### src/common/cssl_pkg.sv
// Package for the card socket support logic: timing counts, switch control
// word layout, supply and link enumerations, grouped port structs.
// Assumes a single 10 MHz clock domain.
`default_nettype none
package cssl_pkg;

    // ----------------------------------------------------------------
    // Timing
    // ----------------------------------------------------------------
    localparam int unsigned CLK_HZ        = 10_000_000;
    localparam int unsigned OSC_HZ        = 16_000;
    localparam int unsigned LED_TIME_MS   = 64;
    // Oscillator half period in system clocks (longest time, round down)
    localparam int unsigned OSC_HALF_CYC  = CLK_HZ / (2 * OSC_HZ);
    // LED period in oscillator ticks
    localparam int unsigned LED_TICKS     = (LED_TIME_MS * OSC_HZ) / 1000;

    // ----------------------------------------------------------------
    // Switch control word bit positions
    // ----------------------------------------------------------------
    localparam int unsigned SW_WORD_W     = 11;
    localparam int unsigned SW_A_PP0      = 0;
    localparam int unsigned SW_A_PP1      = 1;
    localparam int unsigned SW_A_CC_LO    = 2;
    localparam int unsigned SW_A_CC_HI    = 3;
    localparam int unsigned SW_B_PP0      = 4;
    localparam int unsigned SW_B_PP1      = 5;
    localparam int unsigned SW_B_CC_HI    = 6;
    localparam int unsigned SW_B_CC_LO    = 7;
    localparam int unsigned SW_SWITCH_SHUTDOWN_N_BIT   = 8;
    localparam int unsigned SW_A_PP2      = 9;
    localparam int unsigned SW_B_PP2      = 10;
    localparam logic [10:0] SW_WORD_RST   = 11'h000;

    // ----------------------------------------------------------------
    // Register bit positions (carried as ports)
    // ----------------------------------------------------------------
    localparam int unsigned GEN_CTRL_SWSEL_BIT  = 10;
    localparam int unsigned CARD_CTRL_CARD_SPEAKER_IN_BIT  = 1;
    localparam int unsigned CARD_CTRL_AUD2_BIT  = 2;
    localparam logic        SWITCH_TYPE_RST     = 1'b0;

    // ----------------------------------------------------------------
    // Types
    // ----------------------------------------------------------------
    typedef enum logic [2:0] {
        CSSL_PP_0V, CSSL_PP_3V3, CSSL_PP_5V, CSSL_PP_12V, CSSL_PP_1V8, CSSL_PP_HIZ
    } cssl_vpp_t;

    typedef enum logic [1:0] {
        CSSL_CC_0V, CSSL_CC_3V3, CSSL_CC_5V
    } cssl_vcc_t;

    typedef enum logic {
        CSSL_LINK_PARALLEL, CSSL_LINK_SERIAL
    } cssl_link_t;

    typedef struct packed {
        cssl_vpp_t vpp;
        cssl_vcc_t vcc;
    } cssl_slot_req_t;

    typedef struct packed {
        logic card_present;
        logic card_powered;
        logic card_in_reset;
        logic is_cardbus;
        logic io_mode;
    } cssl_card_t;

    typedef struct packed {
        logic ready_irq_n;
        logic frame_n;
        logic irdy_n;
        logic bus_req_n;
    } cssl_activity_t;

    typedef struct packed {
        logic suspend;
        logic clkrun_stop;
        logic d1_d2;
    } cssl_power_t;

endpackage
`default_nettype wire

### src/rtl/cssl_top.sv
// Card socket support logic: power switch control word, link select latch,
// audio routing, status-change pull select and socket activity LEDs.
// Assumes all inputs synchronous to CLK; the 16 kHz tick is made internally.
// LED timing and oscillator counts are parameters so a bench can shorten them.
//
// Notes on behaviour
// - Sample link select pin at reset release
// - Bit ten picks switch family, default first
// - First family programming supply encoding
// - Core supply encoding for both families
// - Second family programming supply encoding
// - Internal 16 kHz tick always runs
// - Pull-up for 16-bit, pull-down CardBus
// - Speaker output gated by enable bit
// - Battery detect two is card speaker
// - Audio route bit sends PWM out
// - LED high 64 ms after activity
// - LED only when card inserted, powered, running
// - 16-bit: ready low is activity
// - CardBus: frame, irdy, request are activity
// - LED forced off in suspend, clkrun, D1/D2
// - New activity restarts LED period
// - 1.8 V card sets 3 V or X.X V flag
`default_nettype none
module cssl_top
    import cssl_pkg::*;
#(
    parameter int unsigned LED_PERIOD = LED_TICKS,
    parameter int unsigned OSC_HALF   = OSC_HALF_CYC
) (
    input  wire logic                 CLK,
    input  wire logic                 RST,
    input  wire logic                 SWITCH_LINK_SELECT_PIN,
    input  wire logic                 SWITCH_TYPE_SELECT,
    input  wire logic                 POWER_ENABLE,
    input  wire cssl_slot_req_t       SLOT_A_REQ,
    input  wire cssl_slot_req_t       SLOT_B_REQ,
    input  wire logic                 SPEAKER_OUT_ENABLE,
    input  wire logic                 AUDIO_PWM_ROUTE,
    input  wire logic                 BATTERY_DETECT_TWO,
    input  wire cssl_card_t           CARD,
    input  wire cssl_activity_t       ACTIVITY,
    input  wire cssl_power_t          POWER_STATE,
    input  wire logic                 CARD_1V8_DETECTED,
    output logic                      SERIAL_LINK_SEL,
    output logic [SW_WORD_W-1:0]      SWITCH_WORD,
    output logic                      OSC_TICK,
    output logic                      STATUS_PULL_UP,
    output logic                      STATUS_PULL_DOWN,
    output logic                      SPEAKER_OUT,
    output logic                      AUDIO_PWM_OUT,
    output logic                      ACTIVITY_LED_A,
    output logic                      ACTIVITY_LED_SOCKET,
    output logic                      LOW_VOLT_CARD_FLAG,
    output logic                      EXTRA_VOLT_CARD_FLAG
);

    // ----------------------------------------------------------------
    // Encoding functions
    // ----------------------------------------------------------------
    // Returns {pp2, pp1, pp0}
    // Family one: 10x and 110 Hi-Z, 111 core 1.8 V; 12 V falls to Hi-Z
    // Family two: 10x 12 V, 11x Hi-Z; 1.8 V falls to Hi-Z
    function automatic logic [2:0] enc_vpp(input cssl_vpp_t v, input logic fam2);
        logic [2:0] e;
        e = 3'h4;
        case (v)
            CSSL_PP_0V:  e = 3'h0;
            CSSL_PP_3V3: e = 3'h2;
            CSSL_PP_5V:  e = 3'h6;
            CSSL_PP_12V: e = fam2 ? 3'h1 : 3'h1;
            CSSL_PP_1V8: e = fam2 ? 3'h3 : 3'h7;
            CSSL_PP_HIZ: e = fam2 ? 3'h3 : 3'h1;
            default:     e = 3'h1;
        endcase
        return e;
    endfunction

    // Returns {hi, lo}: 01 = 3.3 V, 10 = 5 V, 00 = 0 V
    // Code 11 is 0 V for both families; it is never generated
    function automatic logic [1:0] enc_vcc(input cssl_vcc_t v);
        logic [1:0] e;
        e = 2'h0;
        case (v)
            CSSL_CC_3V3: e = 2'h1;
            CSSL_CC_5V:  e = 2'h2;
            default:     e = 2'h0;
        endcase
        return e;
    endfunction

    // ----------------------------------------------------------------
    // Link select latch
    // ----------------------------------------------------------------
    logic rst_d_r;
    logic rst_done;
    logic link_serial_r;
    logic link_serial_nxt;

    // Strap is taken once, in the first cycle after reset ends, so the
    // link type cannot change while the switch is being driven
    assign rst_done        = rst_d_r && !RST;
    assign link_serial_nxt = rst_done ? SWITCH_LINK_SELECT_PIN : link_serial_r;

    always_ff @(posedge CLK) begin
        rst_d_r <= RST;
    end

    // Not reset: it must survive into the cycle after release
    always_ff @(posedge CLK) begin
        link_serial_r <= link_serial_nxt;
    end

    assign SERIAL_LINK_SEL = link_serial_r;

    // ----------------------------------------------------------------
    // Switch control word
    // ----------------------------------------------------------------
    logic              fam2;
    logic [2:0]        a_pp;
    logic [2:0]        b_pp;
    logic [1:0]        a_cc;
    logic [1:0]        b_cc;
    logic [SW_WORD_W-1:0] word_nxt;
    logic [SW_WORD_W-1:0] word_r;

    assign fam2 = SWITCH_TYPE_SELECT;
    assign a_pp = enc_vpp(SLOT_A_REQ.vpp, fam2);
    assign b_pp = enc_vpp(SLOT_B_REQ.vpp, fam2);
    assign a_cc = enc_vcc(SLOT_A_REQ.vcc);
    assign b_cc = enc_vcc(SLOT_B_REQ.vcc);

    // Shutdown bit follows power enable so a disabled socket sees Hi-Z outputs
    always_comb begin
        word_nxt              = SW_WORD_RST;
        word_nxt[SW_A_PP0]    = a_pp[0];
        word_nxt[SW_A_PP1]    = a_pp[1];
        word_nxt[SW_A_PP2]    = a_pp[2];
        word_nxt[SW_B_PP0]    = b_pp[0];
        word_nxt[SW_B_PP1]    = b_pp[1];
        word_nxt[SW_B_PP2]    = b_pp[2];
        word_nxt[SW_A_CC_LO]  = a_cc[0];
        word_nxt[SW_A_CC_HI]  = a_cc[1];
        word_nxt[SW_B_CC_LO]  = b_cc[0];
        word_nxt[SW_B_CC_HI]  = b_cc[1];
        word_nxt[SW_SWITCH_SHUTDOWN_N_BIT] = POWER_ENABLE;
    end

    // Registered so the switch never sees decode glitches
    always_ff @(posedge CLK) begin
        if (RST) begin
            word_r <= SW_WORD_RST;
        end else begin
            word_r <= word_nxt;
        end
    end

    assign SWITCH_WORD = word_r;

    // ----------------------------------------------------------------
    // Internal oscillator tick
    // ----------------------------------------------------------------
    localparam int unsigned OSC_W = $clog2(OSC_HALF * 2 + 1);
    // Counter sized to hold a full oscillator period
    logic [OSC_W-1:0] osc_cnt_r;
    logic [OSC_W-1:0] osc_cnt_nxt;
    logic             osc_wrap;
    logic             tick_r;

    assign osc_wrap    = (osc_cnt_r == OSC_W'(OSC_HALF * 2 - 1));
    assign osc_cnt_nxt = osc_wrap ? '0 : osc_cnt_r + 1'b1;

    // Free running, never gated by power state or card state
    always_ff @(posedge CLK) begin
        if (RST) begin
            osc_cnt_r <= '0;
        end else begin
            osc_cnt_r <= osc_cnt_nxt;
        end
    end

    // One-cycle pulse per oscillator period
    always_ff @(posedge CLK) begin
        if (RST) begin
            tick_r <= 1'b0;
        end else begin
            tick_r <= osc_wrap;
        end
    end

    assign OSC_TICK = tick_r;

    // ----------------------------------------------------------------
    // Status change pull, audio routing, voltage flags
    // ----------------------------------------------------------------
    logic pull_up_r;
    logic pull_up_nxt;
    logic pull_dn_r;
    logic pull_dn_nxt;
    logic card_speaker_in_r;
    logic card_speaker_in_nxt;
    logic pwm_r;
    logic pwm_nxt;
    logic lv_r;
    logic lv_nxt;
    logic xv_r;
    logic xv_nxt;

    logic audio_in;
    logic audio_valid;
    logic cb_present;
    logic pwm_takes;

    assign audio_in    = BATTERY_DETECT_TWO;
    // Audio passes only for an I/O-mode 16-bit card or a CardBus card
    assign audio_valid = CARD.card_present && (CARD.is_cardbus || CARD.io_mode);
    assign cb_present  = CARD.card_present && CARD.is_cardbus;
    // With the route bit set a CardBus card's audio leaves only on the PWM output
    assign pwm_takes   = AUDIO_PWM_ROUTE && CARD.is_cardbus;
    // An empty socket keeps the pull-up, matching the reset state
    assign pull_up_nxt = !cb_present;
    assign pull_dn_nxt = cb_present;
    assign card_speaker_in_nxt    = SPEAKER_OUT_ENABLE && audio_valid && audio_in && !pwm_takes;
    assign pwm_nxt     = AUDIO_PWM_ROUTE && cb_present && audio_in;
    assign lv_nxt      = CARD_1V8_DETECTED && !fam2;
    assign xv_nxt      = CARD_1V8_DETECTED && fam2;

    // Pin-facing outputs are registered to keep them glitch free
    always_ff @(posedge CLK) begin
        if (RST) begin
            pull_up_r <= 1'b1;
        end else begin
            pull_up_r <= pull_up_nxt;
        end
    end

    always_ff @(posedge CLK) begin
        if (RST) begin
            pull_dn_r <= 1'b0;
        end else begin
            pull_dn_r <= pull_dn_nxt;
        end
    end

    always_ff @(posedge CLK) begin
        if (RST) begin
            card_speaker_in_r <= 1'b0;
        end else begin
            card_speaker_in_r <= card_speaker_in_nxt;
        end
    end

    always_ff @(posedge CLK) begin
        if (RST) begin
            pwm_r <= 1'b0;
        end else begin
            pwm_r <= pwm_nxt;
        end
    end

    always_ff @(posedge CLK) begin
        if (RST) begin
            lv_r <= 1'b0;
        end else begin
            lv_r <= lv_nxt;
        end
    end

    always_ff @(posedge CLK) begin
        if (RST) begin
            xv_r <= 1'b0;
        end else begin
            xv_r <= xv_nxt;
        end
    end

    assign STATUS_PULL_UP       = pull_up_r;
    assign STATUS_PULL_DOWN     = pull_dn_r;
    assign SPEAKER_OUT          = card_speaker_in_r;
    assign AUDIO_PWM_OUT        = pwm_r;
    assign LOW_VOLT_CARD_FLAG   = lv_r;
    assign EXTRA_VOLT_CARD_FLAG = xv_r;

    // ----------------------------------------------------------------
    // Activity LED timer
    // ----------------------------------------------------------------
    localparam int unsigned LED_W = $clog2(LED_PERIOD + 1);
    logic [LED_W-1:0] led_cnt_r;
    logic [LED_W-1:0] led_cnt_nxt;
    logic             card_live;
    logic             led_block;
    logic             act_cb;
    logic             act_16;
    logic             act_hit;
    logic             led_nxt;
    logic             led_r;

    assign card_live = CARD.card_present && CARD.card_powered && !CARD.card_in_reset;
    assign led_block = POWER_STATE.suspend || POWER_STATE.clkrun_stop
                       || POWER_STATE.d1_d2;
    assign act_cb    = !ACTIVITY.frame_n || !ACTIVITY.irdy_n || !ACTIVITY.bus_req_n;
    assign act_16    = !ACTIVITY.ready_irq_n;
    assign act_hit   = card_live && (CARD.is_cardbus ? act_cb : act_16);
    // Blocking only masks the output; the count goes on so the LED
    // cannot come back stuck on when the bus clock returns
    assign led_nxt   = (led_cnt_nxt != '0) && !led_block;

    // Activity reloads, oscillator ticks count down, a dead card clears

    always_comb begin
        led_cnt_nxt = led_cnt_r;
        if (!card_live) begin
            led_cnt_nxt = '0;
        end else if (act_hit) begin
            led_cnt_nxt = LED_W'(LED_PERIOD);
        end else if (tick_r && led_cnt_r != '0) begin
            led_cnt_nxt = led_cnt_r - 1'b1;
        end
    end

    always_ff @(posedge CLK) begin
        if (RST) begin
            led_cnt_r <= '0;
        end else begin
            led_cnt_r <= led_cnt_nxt;
        end
    end

    always_ff @(posedge CLK) begin
        if (RST) begin
            led_r <= 1'b0;
        end else begin
            led_r <= led_nxt;
        end
    end

    assign ACTIVITY_LED_A      = led_r;
    assign ACTIVITY_LED_SOCKET = led_r;

endmodule
`default_nettype wire

### config.mk
export PLATFORM = sky130hd
export DESIGN_NAME = cssl_top
export DESIGN_NICKNAME = d
export VERILOG_FILES = /design/src/common/cssl_pkg.sv /design/src/rtl/cssl_top.sv
export SDC_FILE = /design/constraint.sdc
export NUM_CORES = 1
export LEC_CHECK = 0
export BUFFER_PORTS_ARGS = -buffer_cell sky130_fd_sc_hd__buf_2
export CORE_ASPECT_RATIO = 1.75
export CORE_MARGIN = 1
export CORE_UTILIZATION = 35
export DETAILED_ROUTE_END_ITERATION = 12
export GPL_ROUTABILITY_DRIVEN = 0
export PLACE_DENSITY_LB_ADDON = 0.3
export SLEW_MARGIN = 20
export SYNTH_ARGS = -nofsm -noshare
export SYNTH_HDL_FRONTEND = slang
export SYNTH_SLANG_ARGS = --single-unit
### constraint.sdc
create_clock -name CLK -period 3.35 [get_ports CLK]
set_clock_uncertainty 0.1 [all_clocks]
set_input_delay 1.005 -clock CLK [delete_from_list [all_inputs] [get_ports CLK]]
set_output_delay 1.005 -clock CLK [all_outputs]
set_load 0.02 [all_outputs]
# Yosys cells after proc, flatten, opt, wreduce, memory -nomap -nowiden

Cells that the tools add are included.

Bits of input ports: 31
Flip-flop bits (word level): 42

Equal/unequal tests: 13
Add/subtract/negate cells: 2
Multiplexer cells: 10
Reductions and logical operators: 36

Operators with widths:

| operator                | count |
|---|---|
| $mux W11                | 3 |
| $pmux W3 S5             | 2 |
| $reduce_bool A11 Y1     | 2 |
| $logic_and A1 B1 Y1     | 16 |
| $eq A3 B3 Y1 const B    | 4 |
| $sub A11 B1 Y11 const B | 1 |
| $add A10 B1 Y10 const B | 1 |
| $eq A10 B10 Y1 const B  | 1 |
| $logic_not A1 Y1        | 10 |
| $pmux W2 S2             | 2 |
| $eq A3 B1 Y1 const B    | 2 |
| $eq A3 B2 Y1 const B    | 2 |
| $logic_not A3 Y1        | 2 |
| $logic_or A1 B1 Y1      | 5 |
| $eq A2 B1 Y1 const B    | 2 |
| $eq A2 B2 Y1 const B    | 2 |
| $mux W3                 | 1 |
| $mux W2                 | 1 |
| $reduce_or A2 Y1        | 1 |
| $mux W1                 | 1 |

# Logic depth before layout (Yosys ltp)

Depth in word-level cells: 9
Gate-level depth with buffers: 7
Gate-level depth less buffers: 7

# Least setup slack after synthesis

No wires, ideal clock.

Kind: reg-to-reg
From: reg led_cnt_r[0]
To: reg led_r (netlist: ACTIVITY_LED_A)
Arrival: 2144 ps
Stages on the path, launching flop included: 8
Setup slack: 1032 ps
Setup time: 74 ps
Path buffers: 0
Cell sequence: dfxtp_1 inv_1 ha_1 or4bb_1 or4_4 o31a_1 a211o_1 a31oi_1

Longest elaborated chain between the ends: 7
Elaborated cells on any way between the ends: 8
Classes of those cells: 1 x add/sub; 3 x mux; 4 x reduce/logical

RTL lines:

| what                                                                    | RTL line        | RTL |
|---|---|---|
| start: declaration                                                      | cssl_top.sv:288 | `logic [LED_W-1:0] led_cnt_r;` |
| start signal: assignment                                                | cssl_top.sv:325 | `led_cnt_r <= led_cnt_nxt;` |
| parallel branches: the longest is 2 deep, another holds $sub A11 B1 Y11 | n/a             |  |
| $mux W11 (*)                                                            | cssl_top.sv:316 | `end else if (tick_r && led_cnt_r != '0) begin` |
| $mux W11 (*)                                                            | cssl_top.sv:314 | `end else if (act_hit) begin` |
| $mux W11 (*)                                                            | cssl_top.sv:312 | `if (!card_live) begin` |
| $reduce_bool A11 Y1 (*)                                                 | cssl_top.sv:306 | `assign led_nxt = (led_cnt_nxt != '0) && !led_block;` |
| $logic_and A1 B1 Y1 (*)                                                 | cssl_top.sv:306 |  |
| end signal: assignment                                                  | cssl_top.sv:333 | `led_r <= led_nxt;` |
| end: declaration                                                        | cssl_top.sv:296 | `logic led_r;` |

Mark *: on every way between the ends.
A chain may end at the register's enable or synchronous reset.

# Final worst setup path

Same ends and word-level chain as after synthesis.

==> key figures <==
Critical path
  • Crit Path Category: reg2reg
  • Worst EP required: 3.48 ns
  • Crit Path Max Fanout: 6
  • CP Data Arrival Time: 2.62 ns
  • RR Endpoint: ACTIVITY_LED_A
  • CP Launch Type: register
  • R2R cell count: 7
  • CP Capture Type: register
  • Critical R2R Launch: led_cnt_r[0]
  • FF-to-FF setup slack: 0.86 ns

Timing
  • Slew @ Worst Pin: 0.5211 ns
  • Min Tclk post-route: 2.492 ns
  • Fin. Hold Viols: 0
  • Fmax: 401.3 MHz
  • TNS Setup: 0 ns
  • RSZ-0062 raised after global routing: no
  • Worst relative slew slack: 65.14%
  • Final setup violation count: 0
  • Part of the cycle the worst path needs: 74.39%
  • Final Slew Violations: 0

Job
  • MaxCap Viol Count: 0

Synthesis
  • Mapped Nets: 218
  • Mapped cell area: 1738 µm²
  • Synth warn: 0
  • Ys flop type: dfxtp_1
  • Synthesized area per cell: 9.445 µm²
  • Post-synth EDFFs: 1
  • Synth Register Bits: 42
  • Netlist cell types: 42
  • Register area share after synthesis: 48.96%
  • Mapped Cells: 184
  • Asr flop ratio synth: 0%

Clock network
  • Skew-Pair Late Insertion Delay: 0.30 ns
  • # hold bufs at CTS: 0
  • H-tree Lvls: 2
  • Total CTS buffers: 5
  • Clock root cell: clkbuf_8
  • TritonCTS clock tree: built
  • Sinks on Clock Net: 42
  • Post-cts resize count: 0
  • Post-CTS setup buffers: 0
  • CTS clk-pin slew, worst paths: 0.08 ns
  • Maximum clock path buffer count: 2

Finish
  • Commonest non-fill, non-tap cell in the layout: buf_2
  • Most frequent cells in the layout: buf_2 (51), dfxtp_1 (41), nor2_1 (28), xnor2_1 (12), nand2_1 (9)
  • Share of cells above drive strength 1: 28.99%
  • Final Util: 45.61%
  • Layout Nets: 271
  • # diodes: 0
  • Post-route insts no fill: 290
  • Post-route cell area: 2147 µm²
  • Area delta synth->final: 23.54%
  • Fillers: 495

Global routing
  • Initial antenna violation count: 0
  • Largest net degree at the start of global routing: 16
  • Global route overflow: 0
  • Number of global-route vias before repair: 1,516
  • First-pass GRT wire length: 6.561 mm
  • Total GRT Usage: 15.87%

Outcome
  • Status: finished clean

Min path
  • Hold depth: 1
  • Hold Path Origin: osc_cnt_r[0]
  • HP Class: reg2reg
  • Worst Hold Path EP: osc_cnt_r[0]

Power and ir drop
  • Cell-internal power: 767.3 µW
  • Clock Power Share: 39.8%
  • Pwr dens: 461.2 nW/µm²
  • Peak supply drop: 0.3773 mV
  • Gate power share: 7.7%
  • Reg power frac: 52.4%
  • Leakage: 0.9306 nW
  • Net Sw Power: 222.8 µW
  • Sw Ratio: 22.51%

Detailed routing
  • First drt pass iteration count: 4
  • DR iter-0 viols: 10
  • Avg WL per Cell: 12.94 µm
  • Via/cell ratio: 5.145
  • Via Count: 1,492
  • Post-DRT Antenna Nets: 0
  • DRC viols: 0
  • WL final: 3.752 mm

Floorplan
  • Core area: 4707 µm²
  • Ports: 52
  • Initial core utilization: 36.92%
  • Row cnt: 33
  • Die X-Extent: 55.27 µm
  • Die Area: 5262 µm²
  • Chip height: 95.22 µm

Placed design
  • Hpwl dp: 2.942 mm
  • Area after DPL: 2038 µm²
  • Port Buffers: 51
  • DP Cell Count: 282
worst max-delay path: stages, from the launching register on:
cell and delay, ns:
dfxtp_1 0.34, inv_1 0.14, ha_1 0.23, or4bb_1 0.50, or4_4 0.45, o31a_1 0.25
a211o_1 0.27, a31oi_1 0.14
routing by layer:
metal	wire length (µm)	global-route usage (%)	vias up	share of wire (%)
met1	1375	14.84	701	37
met3	173	4.478	11	4.6
met2	2075	30.12	33	55
met4	128	9.583	0	3.4
li1	-	-	747	-
met5	0	0	-	0
cell usage after synthesis (2+ instances only):
library cell | instances | area share (%)
a21oi_1 | 7 | 2.0
nor3_1 | 8 | 2.3
o21ai_0 | 5 | 1.4
xor2_1 | 3 | 1.5
or2_2 | 4 | 1.4
and3_1 | 2 | 0.72
nor2_1 | 28 | 6.0
nand2_1 | 9 | 1.9
nand3_1 | 3 | 0.86
or3_1 | 2 | 0.72
inv_1 | 6 | 1.3
nor2b_1 | 6 | 2.2
ha_1 | 3 | 2.2
clkbuf_1 | 4 | 0.86
and3b_1 | 2 | 1.0
nor4_1 | 6 | 2.2
nand4b_1 | 2 | 1.0
nor3b_1 | 7 | 3.0
xnor2_1 | 12 | 6.0
mux2i_1 | 2 | 1.2
dfxtp_1 | 41 | 47
o311a_1 | 2 | 1.2
final cells by class:
| cell class | instances | area, µm² | share of cell area (%) |
|---|---|---|---|
| flip-flops and latches | 42 | 850.8 | 39.63 |
| multi-input cells | 130 | 837.1 | 38.99 |
| repair buffers | 52 | 262.8 | 12.24 |
| clock buffers | 5 | 68.82 | 3.205 |
| well taps | 52 | 65.06 | 3.030 |
| clock inverters | 3 | 40.04 | 1.865 |
| inverters | 6 | 22.52 | 1.049 |
worst max path at each step:
stage	start	end	slack, ns	cells past startpoint
6_report	led_cnt_r[0]	ACTIVITY_LED_A	0.86	7
3_5_place_dp	led_cnt_r[0]	ACTIVITY_LED_A	0.89	7
5_1_grt	led_cnt_r[0]	ACTIVITY_LED_A	0.71	7
2_1_floorplan	led_cnt_r[0]	ACTIVITY_LED_A	1.03	7
4_1_cts	led_cnt_r[0]	ACTIVITY_LED_A	0.87	7
3_3_place_gp	led_cnt_r[0]	ACTIVITY_LED_A	0.93	7
kinds of logic after synthesis:
kind of cell,Yosys count,synth area share (%)
adder cells (fa/ha/maj),3,2.160
buffers and inverters,12,2.879
multiplexers,2,1.152
AO/OA/AOI/OAI,23,9.864
XOR/XNOR,15,7.560
AND/OR/NAND/NOR,87,27.43
flip-flops,42,48.96
power by group through the flow:
stage	clock network [mW]	logic, mW	registers [mW]
after detailed placement	0	0.0778	0.531
after floorplan	0	0.0257	0.543
final	0.394	0.0766	0.519
after CTS	0.406	0.0781	0.519
after global routing	0.428	0.0843	0.521
after global placement	0	0.0763	0.531
flip-flops by register name (all words and copies together) (netlist names):
name	count
ACTIVITY_LED_A	1
AUDIO_PWM_OUT	1
EXTRA_VOLT_CARD_FLAG	1
LOW_VOLT_CARD_FLAG	1
OSC_TICK	1
SERIAL_LINK_SEL	1
SPEAKER_OUT	1
STATUS_PULL_DOWN	1
STATUS_PULL_UP	1
SWITCH_WORD	11
led_cnt_r	11
osc_cnt_r	10
rst_d_r	1
through the flow:
| step | worst slack [ns] | power (mW) | hold WS (ns) |
|---|---|---|---|
| 2_1_floorplan | 1.032 | 0.5688 | 0.3132 |
| 3_3_place_gp | 0.9296 | 0.6070 | 0.3310 |
| 3_5_place_dp | 0.8926 | 0.6090 | 0.3333 |
| 4_1_cts | 0.8689 | 1.004 | 0.3567 |
| 5_1_grt | 0.7067 | 1.033 | 0.3754 |
| 6_report | 0.8580 | 0.9901 | 0.3513 |
Note: power is estimated with default switching activity, not from simulation.
